File: config.mk
export PLATFORM = sky130hd
export DESIGN_NAME = dag_top
export DESIGN_NICKNAME = d
export VERILOG_FILES = /design/src/dag_pkg.sv /design/src/dag_circ_if.sv /design/src/dag_top.sv /design/src/dag_circ_unit.sv
export SDC_FILE = /design/constraint.sdc
export NUM_CORES = 2
export LEC_CHECK = 0
export BUFFER_PORTS_ARGS = -buffer_cell sky130_fd_sc_hd__buf_2
export CAP_MARGIN = 20
export CORE_MARGIN = 3
export CORE_UTILIZATION = 45
export DETAILED_ROUTE_END_ITERATION = 7
export PLACE_DENSITY = 0.57
export SYNTH_ARGS = -nofsm -noshare
export SYNTH_HDL_FRONTEND = slang
export SYNTH_SLANG_ARGS = --single-unit
export TNS_END_PERCENT = 50
File: constraint.sdc
create_clock -name mclk -period 12.5 [get_ports mclk]
set_input_delay 1.25 -clock mclk [delete_from_list [all_inputs] [get_ports mclk]]
set_output_delay 1.25 -clock mclk [all_outputs]
set_load 0.03 [all_outputs]
File: src/dag_pkg.sv
package dag_pkg;
  localparam int unsigned DATA_W = 16;
  localparam int unsigned NUM_REGS = 16;
  localparam logic [3:0] STACK_IDX = 4'hF;
  localparam logic [15:0] PSV_WINDOW_BIT = 16'h8000;
  localparam logic [7:0] PSV_PAGE_RESET = 8'h00;
  localparam logic [3:0] REV_SEL_RESET = 4'hF;
  localparam logic [14:0] PIVOT_RESET = 15'h0000;
  localparam logic [15:0] MOD_BOUND_RESET = 16'h0000;
  localparam logic [15:0] YSPLIT_DEFAULT = 16'h0C00;

  // Register port map, word offsets on the plain register port.
  localparam logic [3:0] ADDR_MODCTRL = 4'h0;
  localparam logic [3:0] ADDR_XSTART = 4'h1;
  localparam logic [3:0] ADDR_XEND = 4'h2;
  localparam logic [3:0] ADDR_YSTART = 4'h3;
  localparam logic [3:0] ADDR_YEND = 4'h4;
  localparam logic [3:0] ADDR_REVCTRL = 4'h5;
  localparam logic [3:0] ADDR_PSVPAGE = 4'h6;
  localparam logic [3:0] ADDR_STATUS = 4'h7;
  localparam logic [3:0] ADDR_YSPLIT = 4'h8;

  // Circular and reverse control field positions.
  localparam int unsigned MC_XEN_BIT = 15;
  localparam int unsigned MC_YEN_BIT = 14;
  localparam int unsigned MC_REVSEL_LSB = 8;
  localparam int unsigned MC_YREG_LSB = 4;
  localparam int unsigned MC_XREG_LSB = 0;
  localparam int unsigned RC_EN_BIT = 15;

  typedef enum logic [2:0]
  {
    MODE_DIRECT = 3'b000,
    MODE_POST_INC = 3'b001,
    MODE_POST_DEC = 3'b010,
    MODE_PRE_INC = 3'b011,
    MODE_PRE_DEC = 3'b100,
    MODE_REG_OFFSET = 3'b101
  } dag_mode_t;
endpackage : dag_pkg

File: src/dag_circ_if.sv
`timescale 1ns/100ps
interface dag_circ_if;
  logic [15:0] addr;
  logic [15:0] start_addr;
  logic [15:0] end_addr;
  logic enable;
  logic incrementing;
  logic [15:0] corrected;
  logic wrapped;
  modport unit (input addr, input start_addr, input end_addr, input enable,
    input incrementing, output corrected, output wrapped);
  modport user (output addr, output start_addr, output end_addr, output enable,
    output incrementing, input corrected, input wrapped);
endinterface : dag_circ_if

File: src/dag_top.sv
`timescale 1ns/100ps
// Behaviour
// - Byte-addressed data space split X and Y
// - General instructions use X unit only
// - Dual-operand ops drive X and Y together
// - Split only for dual ops, register dedicated
// - Any working register is pointer or offset
// - Circular buffers in X and Y spaces
// - Circular correction for any working register
// - Increment checks end, decrement checks start
// - Overshoot beyond boundary also wraps
// - Pre/post modify writes corrected address back
// - Register offset form leaves pointer unchanged
// - Bit reverse on X writes only
// - Only modifier is bit-reversed
// - Upper data half maps to program page, X path only
// - Register fifteen is the stack pointer
// - Reverse needs select not 15, enable, inc
// - Reverse adds pivot, ignores offset, clears LSB
module dag_top
(
  input wire logic mclk,
  input wire logic reset_n,
  input wire logic [3:0] reg_addr,
  input wire logic [15:0] reg_wdata,
  input wire logic reg_wr,
  input wire logic reg_rd,
  output logic [15:0] reg_rdata,
  input wire logic op_valid,
  input wire logic op_dual,
  input wire logic op_write,
  input wire logic op_byte,
  input wire logic [2:0] op_xmode,
  input wire logic [3:0] op_xreg,
  input wire logic [3:0] op_xoff_reg,
  input wire logic [15:0] op_xstep,
  input wire logic [2:0] op_ymode,
  input wire logic [3:0] op_yreg,
  input wire logic [15:0] op_ystep,
  input wire logic wb_valid,
  input wire logic [3:0] wb_idx,
  input wire logic [15:0] wb_data,
  output logic [15:0] stack_pointer_register,
  output logic [15:0] x_effective_address,
  output logic x_addr_valid,
  output logic x_program_space,
  output logic [22:0] x_program_address,
  output logic [15:0] y_effective_address,
  output logic y_addr_valid
);
  import dag_pkg::*;

  typedef struct packed
  {
    logic [15:0] circ_ctrl;
    logic [15:0] x_start;
    logic [15:0] x_end;
    logic [15:0] y_start;
    logic [15:0] y_end;
    logic bit_reverse_enable;
    logic [14:0] reverse_pivot_modifier;
    logic [7:0] program_visibility_page;
    logic [15:0] y_split;
    logic [NUM_REGS*DATA_W-1:0] wregs;
    logic [15:0] rdata;
    logic [15:0] x_ea;
    logic x_vld;
    logic x_psv;
    logic [22:0] x_paddr;
    logic [15:0] y_ea;
    logic y_vld;
    logic x_wrapped;
    logic y_wrapped;
    logic rev_used;
  } dag_state_t;

  dag_state_t s_r;
  dag_state_t s_nxt;

  dag_circ_if xc();
  dag_circ_if yc();
  dag_circ_unit u_xcirc (.c(xc));
  dag_circ_unit u_ycirc (.c(yc));

  logic [15:0] x_ptr;
  logic [15:0] x_off;
  logic [15:0] x_raw;
  logic [15:0] x_new_ptr;
  logic [15:0] y_ptr;
  logic [15:0] y_raw;
  logic [15:0] y_new_ptr;
  logic [15:0] rev_addr;
  logic [15:0] pivot_b;
  logic [15:0] rev_ea;
  logic rev_active;
  logic x_circ_on;
  logic y_circ_on;
  logic [3:0] rev_sel;

  function automatic logic [15:0] rd_reg(input logic [NUM_REGS*DATA_W-1:0] r,
    input logic [3:0] i);
    rd_reg = r[i*DATA_W +: DATA_W];
  endfunction : rd_reg

  // Pre-forms use the stepped value; post-forms the old pointer.
  function automatic logic [15:0] step_addr(input logic [2:0] m, input logic [15:0] p,
    input logic [15:0] st);
    case (m)
      MODE_PRE_INC: step_addr = 16'(p + st);
      MODE_PRE_DEC: step_addr = 16'(p - st);
      default: step_addr = p;
    endcase
  endfunction : step_addr

  function automatic logic [15:0] next_ptr(input logic [2:0] m, input logic [15:0] p,
    input logic [15:0] st);
    case (m)
      MODE_POST_INC, MODE_PRE_INC: next_ptr = 16'(p + st);
      MODE_POST_DEC, MODE_PRE_DEC: next_ptr = 16'(p - st);
      default: next_ptr = p;
    endcase
  endfunction : next_ptr

  function automatic logic is_inc(input logic [2:0] m);
    is_inc = (m == MODE_POST_INC) || (m == MODE_PRE_INC) || (m == MODE_REG_OFFSET)
      || (m == MODE_DIRECT);
  endfunction : is_inc

  function automatic logic is_modify(input logic [2:0] m);
    is_modify = (m == MODE_POST_INC) || (m == MODE_POST_DEC) || (m == MODE_PRE_INC)
      || (m == MODE_PRE_DEC);
  endfunction : is_modify

  always_comb
  begin
    x_ptr = rd_reg(s_r.wregs, op_xreg);
    x_off = rd_reg(s_r.wregs, op_xoff_reg);
    y_ptr = rd_reg(s_r.wregs, op_yreg);
    rev_sel = s_r.circ_ctrl[MC_REVSEL_LSB +: 4];
    x_raw = (op_xmode == MODE_REG_OFFSET) ? 16'(x_ptr + x_off)
      : step_addr(op_xmode, x_ptr, op_xstep);
    x_new_ptr = next_ptr(op_xmode, x_ptr, op_xstep);
    y_raw = step_addr(op_ymode, y_ptr, op_ystep);
    y_new_ptr = next_ptr(op_ymode, y_ptr, op_ystep);
    // The stack cannot be reversed; only word writes with pre/post increment.
    rev_active = (rev_sel != STACK_IDX) && s_r.bit_reverse_enable && (op_xreg == rev_sel)
      && ((op_xmode == MODE_PRE_INC) || (op_xmode == MODE_POST_INC))
      && op_write && !op_byte;
    // The pivot is word-scaled, and reversal ignores the step.
    pivot_b = {s_r.reverse_pivot_modifier, 1'b0};
    rev_ea = x_ptr;
    // Reverse-carry add across the bits up to the pivot span.
    begin : revadd
      logic c;
      c = 1'b0;
      for (int b = 15; b >= 1; b--)
      begin
        if ((16'h0001 << b) <= pivot_b)
        begin
          rev_ea[b] = x_ptr[b] ^ pivot_b[b] ^ c;
          c = (x_ptr[b] & pivot_b[b]) | (c & (x_ptr[b] ^ pivot_b[b]));
        end
      end
    end
    rev_ea[0] = 1'b0;
    // Post-increment hands out the old pointer and only stores the reversed sum.
    rev_addr = (op_xmode == MODE_POST_INC) ? {x_ptr[15:1], 1'b0} : rev_ea;
    // Reversed addressing takes priority and disables X circular correction.
    x_circ_on = s_r.circ_ctrl[MC_XEN_BIT] && (op_xreg == s_r.circ_ctrl[MC_XREG_LSB +: 4])
      && !rev_active;
    y_circ_on = s_r.circ_ctrl[MC_YEN_BIT] && (op_yreg == s_r.circ_ctrl[MC_YREG_LSB +: 4])
      && op_dual;
    xc.addr = x_raw;
    xc.start_addr = s_r.x_start;
    xc.end_addr = s_r.x_end;
    xc.enable = x_circ_on;
    xc.incrementing = is_inc(op_xmode);
    yc.addr = y_raw;
    yc.start_addr = s_r.y_start;
    yc.end_addr = s_r.y_end;
    yc.enable = y_circ_on;
    yc.incrementing = is_inc(op_ymode);
  end

  // Second circular check for the written-back pointer of pre- and post-modify forms.
  dag_circ_if xw();
  dag_circ_if yw();
  dag_circ_unit u_xwb (.c(xw));
  dag_circ_unit u_ywb (.c(yw));
  always_comb
  begin
    xw.addr = x_new_ptr;
    xw.start_addr = s_r.x_start;
    xw.end_addr = s_r.x_end;
    xw.enable = x_circ_on;
    xw.incrementing = is_inc(op_xmode);
    yw.addr = y_new_ptr;
    yw.start_addr = s_r.y_start;
    yw.end_addr = s_r.y_end;
    yw.enable = y_circ_on;
    yw.incrementing = is_inc(op_ymode);
  end

  always_comb
  begin
    logic [15:0] xea;
    logic [15:0] yea;
    xea = 16'h0000;
    yea = 16'h0000;
    s_nxt = s_r;
    s_nxt.rdata = 16'h0000;
    s_nxt.x_vld = 1'b0;
    s_nxt.y_vld = 1'b0;
    if (reg_wr)
    begin
      case (reg_addr)
        ADDR_MODCTRL: s_nxt.circ_ctrl = reg_wdata;
        ADDR_XSTART: s_nxt.x_start = reg_wdata;
        ADDR_XEND: s_nxt.x_end = reg_wdata;
        ADDR_YSTART: s_nxt.y_start = reg_wdata;
        ADDR_YEND: s_nxt.y_end = reg_wdata;
        ADDR_REVCTRL:
        begin
          s_nxt.bit_reverse_enable = reg_wdata[RC_EN_BIT];
          s_nxt.reverse_pivot_modifier = reg_wdata[14:0];
        end
        ADDR_PSVPAGE: s_nxt.program_visibility_page = reg_wdata[7:0];
        ADDR_YSPLIT: s_nxt.y_split = reg_wdata;
        default: ;
      endcase
    end
    if (reg_rd)
    begin
      case (reg_addr)
        ADDR_MODCTRL: s_nxt.rdata = s_r.circ_ctrl;
        ADDR_XSTART: s_nxt.rdata = s_r.x_start;
        ADDR_XEND: s_nxt.rdata = s_r.x_end;
        ADDR_YSTART: s_nxt.rdata = s_r.y_start;
        ADDR_YEND: s_nxt.rdata = s_r.y_end;
        ADDR_REVCTRL: s_nxt.rdata = {s_r.bit_reverse_enable, s_r.reverse_pivot_modifier};
        ADDR_PSVPAGE: s_nxt.rdata = {8'h00, s_r.program_visibility_page};
        ADDR_STATUS: s_nxt.rdata = {13'h0000, s_r.rev_used, s_r.y_wrapped, s_r.x_wrapped};
        ADDR_YSPLIT: s_nxt.rdata = s_r.y_split;
        default: s_nxt.rdata = 16'h0000;
      endcase
    end
    if (wb_valid)
    begin
      s_nxt.wregs[wb_idx*DATA_W +: DATA_W] = wb_data;
    end
    if (op_valid)
    begin
      // X unit serves every access; the whole map is linear for it.
      xea = rev_active ? rev_addr : xc.corrected;
      s_nxt.x_ea = xea;
      s_nxt.x_vld = 1'b1;
      s_nxt.x_wrapped = xc.wrapped;
      s_nxt.rev_used = rev_active;
      s_nxt.x_psv = xea[15];
      s_nxt.x_paddr = {s_r.program_visibility_page, xea[14:0]};
      if (is_modify(op_xmode))
      begin
        // Corrected address goes back to the pointer.
        s_nxt.wregs[op_xreg*DATA_W +: DATA_W] = rev_active ? rev_ea : xw.corrected;
      end
      if (op_dual)
      begin
        // Dual-operand reads split the space: Y at or above the split.
        yea = yc.corrected;
        s_nxt.y_ea = yea;
        s_nxt.y_vld = (yea >= s_r.y_split);
        s_nxt.y_wrapped = yc.wrapped;
        if (is_modify(op_ymode))
        begin
          s_nxt.wregs[op_yreg*DATA_W +: DATA_W] = yw.corrected;
        end
      end
    end
  end

  always_ff @(posedge mclk or negedge reset_n)
  begin
    if (!reset_n)
    begin
      s_r <= '0;
      s_r.circ_ctrl[MC_REVSEL_LSB +: 4] <= REV_SEL_RESET;
      s_r.program_visibility_page <= PSV_PAGE_RESET;
      s_r.reverse_pivot_modifier <= PIVOT_RESET;
      s_r.y_split <= YSPLIT_DEFAULT;
    end
    else
    begin
      s_r <= s_nxt;
    end
  end

  assign reg_rdata = s_r.rdata;
  assign stack_pointer_register = rd_reg(s_r.wregs, STACK_IDX);
  assign x_effective_address = s_r.x_ea;
  assign x_addr_valid = s_r.x_vld;
  assign x_program_space = s_r.x_psv;
  assign x_program_address = s_r.x_paddr;
  assign y_effective_address = s_r.y_ea;
  assign y_addr_valid = s_r.y_vld;
endmodule : dag_top

File: src/dag_circ_unit.sv
`timescale 1ns/100ps
module dag_circ_unit
(
  dag_circ_if.unit c
);
  import dag_pkg::*;
  logic [15:0] len;
  logic over;
  logic under;
  always_comb
  begin
    len = 16'(c.end_addr - c.start_addr + 16'h0001);
    // Beyond, not only equal: an overshoot of up to one buffer length still lands inside.
    over = c.incrementing && (c.addr > c.end_addr);
    under = !c.incrementing && (c.addr < c.start_addr);
    c.wrapped = c.enable && (over || under);
    c.corrected = c.addr;
    if (c.enable && over)
    begin
      c.corrected = 16'(c.addr - len);
    end
    else if (c.enable && under)
    begin
      c.corrected = 16'(c.addr + len);
    end
  end
endmodule : dag_circ_unit

==> impl_metrics.json <==
{
  "syn-num-nets": 5615,
  "critPathCaptureType": "flip-flop",
  "drive_gt1_share_pct": 18.5,
  "cts_root_buf": "clkbuf_16",
  "finalCritPeriodShare_pct": 84.9,
  "yosysTopAreaCell": "dfrtp_1",
  "maxSlewViolCount": 0,
  "synth_top_family_by_area": "compound AO/OA/AOI/OAI gates",
  "grt_usage_pct": 41.0,
  "worst_slew_pin_slew_ns": 1.34,
  "fp.dieW_um": 326,
  "utilization_pct": 49.7,
  "yosysUniqueCellTypes": 95,
  "drt_iter0_drc": 7480,
  "cts.htree.levels": 2,
  "holdBufCountCts": 0,
  "place_hpwl_mm": 166,
  "grt_overflow": 0,
  "dp_slack_ns": 1.38,
  "p_per_area_nw_per_um2": 284,
  "fp.dieH_um": 326,
  "vias": 46504,
  "synth_xor_area_share_pct": 2.04,
  "synth-simple-area-share_pct": 14.0,
  "initial_core_util_pct": 45.6,
  "power_leakage_nw": 21.6,
  "ys_warn_count": 0,
  "status": "complete, no violations",
  "synth-seq-area-share_pct": 23.8,
  "cp.required_ns": 13.02,
  "grt_max_degree": 155,
  "ioPinCount": 189,
  "drc": 0,
  "cts_sinks": 437,
  "syn_avg_cell_area_um2": 9.04,
  "clkLatencyLatePin_ns": 0.70,
  "report.final.setup_viol": 0,
  "start_kind": "input pin",
  "core_area_um2": 101000,
  "final_hold_viol_count": 0,
  "crit_type": "in -> reg",
  "setup_tns_ns": 0,
  "slew_headroom_pct": 10.2,
  "synth_area_um2": 46000,
  "cts_tree": "built",
  "nNetsFinal": 5614,
  "skew_ns": 0.0871,
  "synth-seq-cells": 437,
  "synth_compound_area_share_pct": 24.4,
  "async_flop_share_pct": 100,
  "drt_pre_antenna_iters": 8,
  "crit_top_cell": "a21o_1",
  "grt_pass1_vias": 43033,
  "wl_per_cell_um": 34.7,
  "hold_path_class": "reg -> reg",
  "gp_congestion": 1.08,
  "ant_nets": 0,
  "ys.flop_type": "dfrtp_1",
  "finalWirelength_mm": 226,
  "antenna_found_initial": 12,
  "cts_buffers": 55,
  "cts_setup_buffers": 0,
  "detail_route.vias_per_cell": 7.16,
  "worstPathMaxFanout": 53,
  "final_common_cell": "nand2_1",
  "synth_area_leaders": "dfrtp_1 (23%), mux4_2 (11%), ha_1 (11%), mux2_2 (4.3%), a21oi_1 (3.8%)",
  "layout_common_cells": "nand2_1 (455), dfrtp_1 (431), nor2_1 (403)",
  "worstPathArrival_ns": 11.13,
  "vdd_drop_max_v": 0.000167,
  "synth_fa_ha_area_share_pct": 12.1,
  "synthCells": 5087,
  "cts_max_path_buffers": 3,
  "crit_slowest_cell": "o21ai_0",
  "synth_top_area_share_pct": 23.5,
  "rsz0062_at_grt": "false",
  "row_count": 116,
  "cts_resized": 0,
  "cts.clk_slew.worst_paths_ns": 0.06,
  "total_power_mw": 14.2,
  "die_area_um2": 106000,
  "worst_slack_ns": 1.89,
  "slowest_delay_ns": 0.85,
  "areaGrowthSynthToFinish_pct": 8.82,
  "port-buffer-count": 188,
  "grt_pass1_wl_mm": 318,
  "synth_edf_count": 0,
  "fin_crit_ns": 10.61,
  "synth.area.mux_share_pct": 17.4,
  "fmaxAchievable_mhz": 94.2,
  "max-cap-violations": 0
}
metal layers:
metal	up-vias	routed length (um)	global-route usage (%)	part of all wire, %
met4	10	17600	25.8	7.8
li1	19430	-	-	-
met2	3451	92800	58.8	41
met1	22830	85800	53.5	38
met3	783	29100	12.7	13
met5	-	209	0.725	0.093
worst max-delay path: cells and delay by family:
kind	cells	cell delay [ns]
AO/OA/AOI/OAI	18	4.29
AND/OR/NAND/NOR	8	1.64
buffers and inverters	4	1.62
multiplexers	2	1.13
adder cells (fa/ha/maj)	3	0.97
XOR/XNOR	1	0.07
through the flow:
stage | hold slack, ns | std cells | cell area, um2
5_1_grt | 0.528 | 6493 | 50000
3_3_place_gp | 0.459 | 6380 | 48000
6_report | 0.493 | 6497 | 50000
2_1_floorplan | 0.450 | 5087 | 46000
4_1_cts | 0.504 | 6485 | 50000
3_5_place_dp | 0.492 | 6383 | 48000
state kept, by name (all words and copies together) (netlist names), 8 cells and up:
signal / count
s_r: 280
reg_rdata: 16
stack_pointer_register: 16
x_effective_address: 16
xc.end_addr: 16
xc.start_addr: 16
y_effective_address: 16
yc.end_addr: 16
yc.start_addr: 16
pivot_b: 15
x_program_address: 8
final timing paths:
kind,to,depth (start not counted),startpoint,slack [ns]
min in group asynchronous,y_effective_address[14],1,reset_n,0.65
worst max-delay path,y_addr_valid,36,op_yreg[0],1.89
worst max register to register,s_r[94],36,stack_pointer_register[15],2.40
max in group asynchronous,s_r[146],3,reset_n,9.55
worst min register to register,y_effective_address[0],2,y_effective_address[0],0.49
worst min-delay path,y_effective_address[0],2,y_effective_address[0],0.49
Yosys cell counts (33+ instances only):
library cell  number
nor2b_1           44
mux4_2           232
buf_1             33
a31oi_1           38
nor3_1            92
o22ai_1           73
o21ai_0          241
a21oi_1          349
buf_4             94
nand2_1          459
ha_1             401
o211ai_1          65
o21a_1            44
a211oi_1          73
dfrtp_1          431
xnor2_1           85
a22oi_1           40
a21o_1            75
o221ai_1          70
a222oi_1          71
or3_1             50
o221a_2           34
and2_1            44
clkbuf_1         228
mux2i_1           75
o21bai_1          46
nand2b_1          57
nor2_1           408
inv_1            272
a221oi_1          79
a221o_1           52
nand3_1           83
mux2_2           175
cell families after synthesis:
kind of cell             Yosys count
AO/OA/AOI/OAI                   1578
XOR/XNOR                         107
adder cells (fa/ha/maj)          429
buffers and inverters            662
flip-flops                       437
multiplexers                     484
AND/OR/NAND/NOR                 1390
area by class of cell:
type	count	area [um2]
Antenna cell	9	22.5
Clock buffer	79	1570
Clock inverter	23	392
Fill cell	9793	50700
Inverter	277	1040
Multi-Input combinational cell	3988	32300
Sequential cell	437	10900
Tap cell	1357	1700
Timing Repair Buffer	327	2030
power breakdown:
| part | total, mW | internal, mW | switching [mW] |
|---|---|---|---|
| Combinational | 9.93 | 3.79 | 6.14 |
| Sequential | 2.54 | 1.89 | 0.651 |
| Clock | 1.76 | 1.04 | 0.719 |
(Power assumes the default switching activity.)
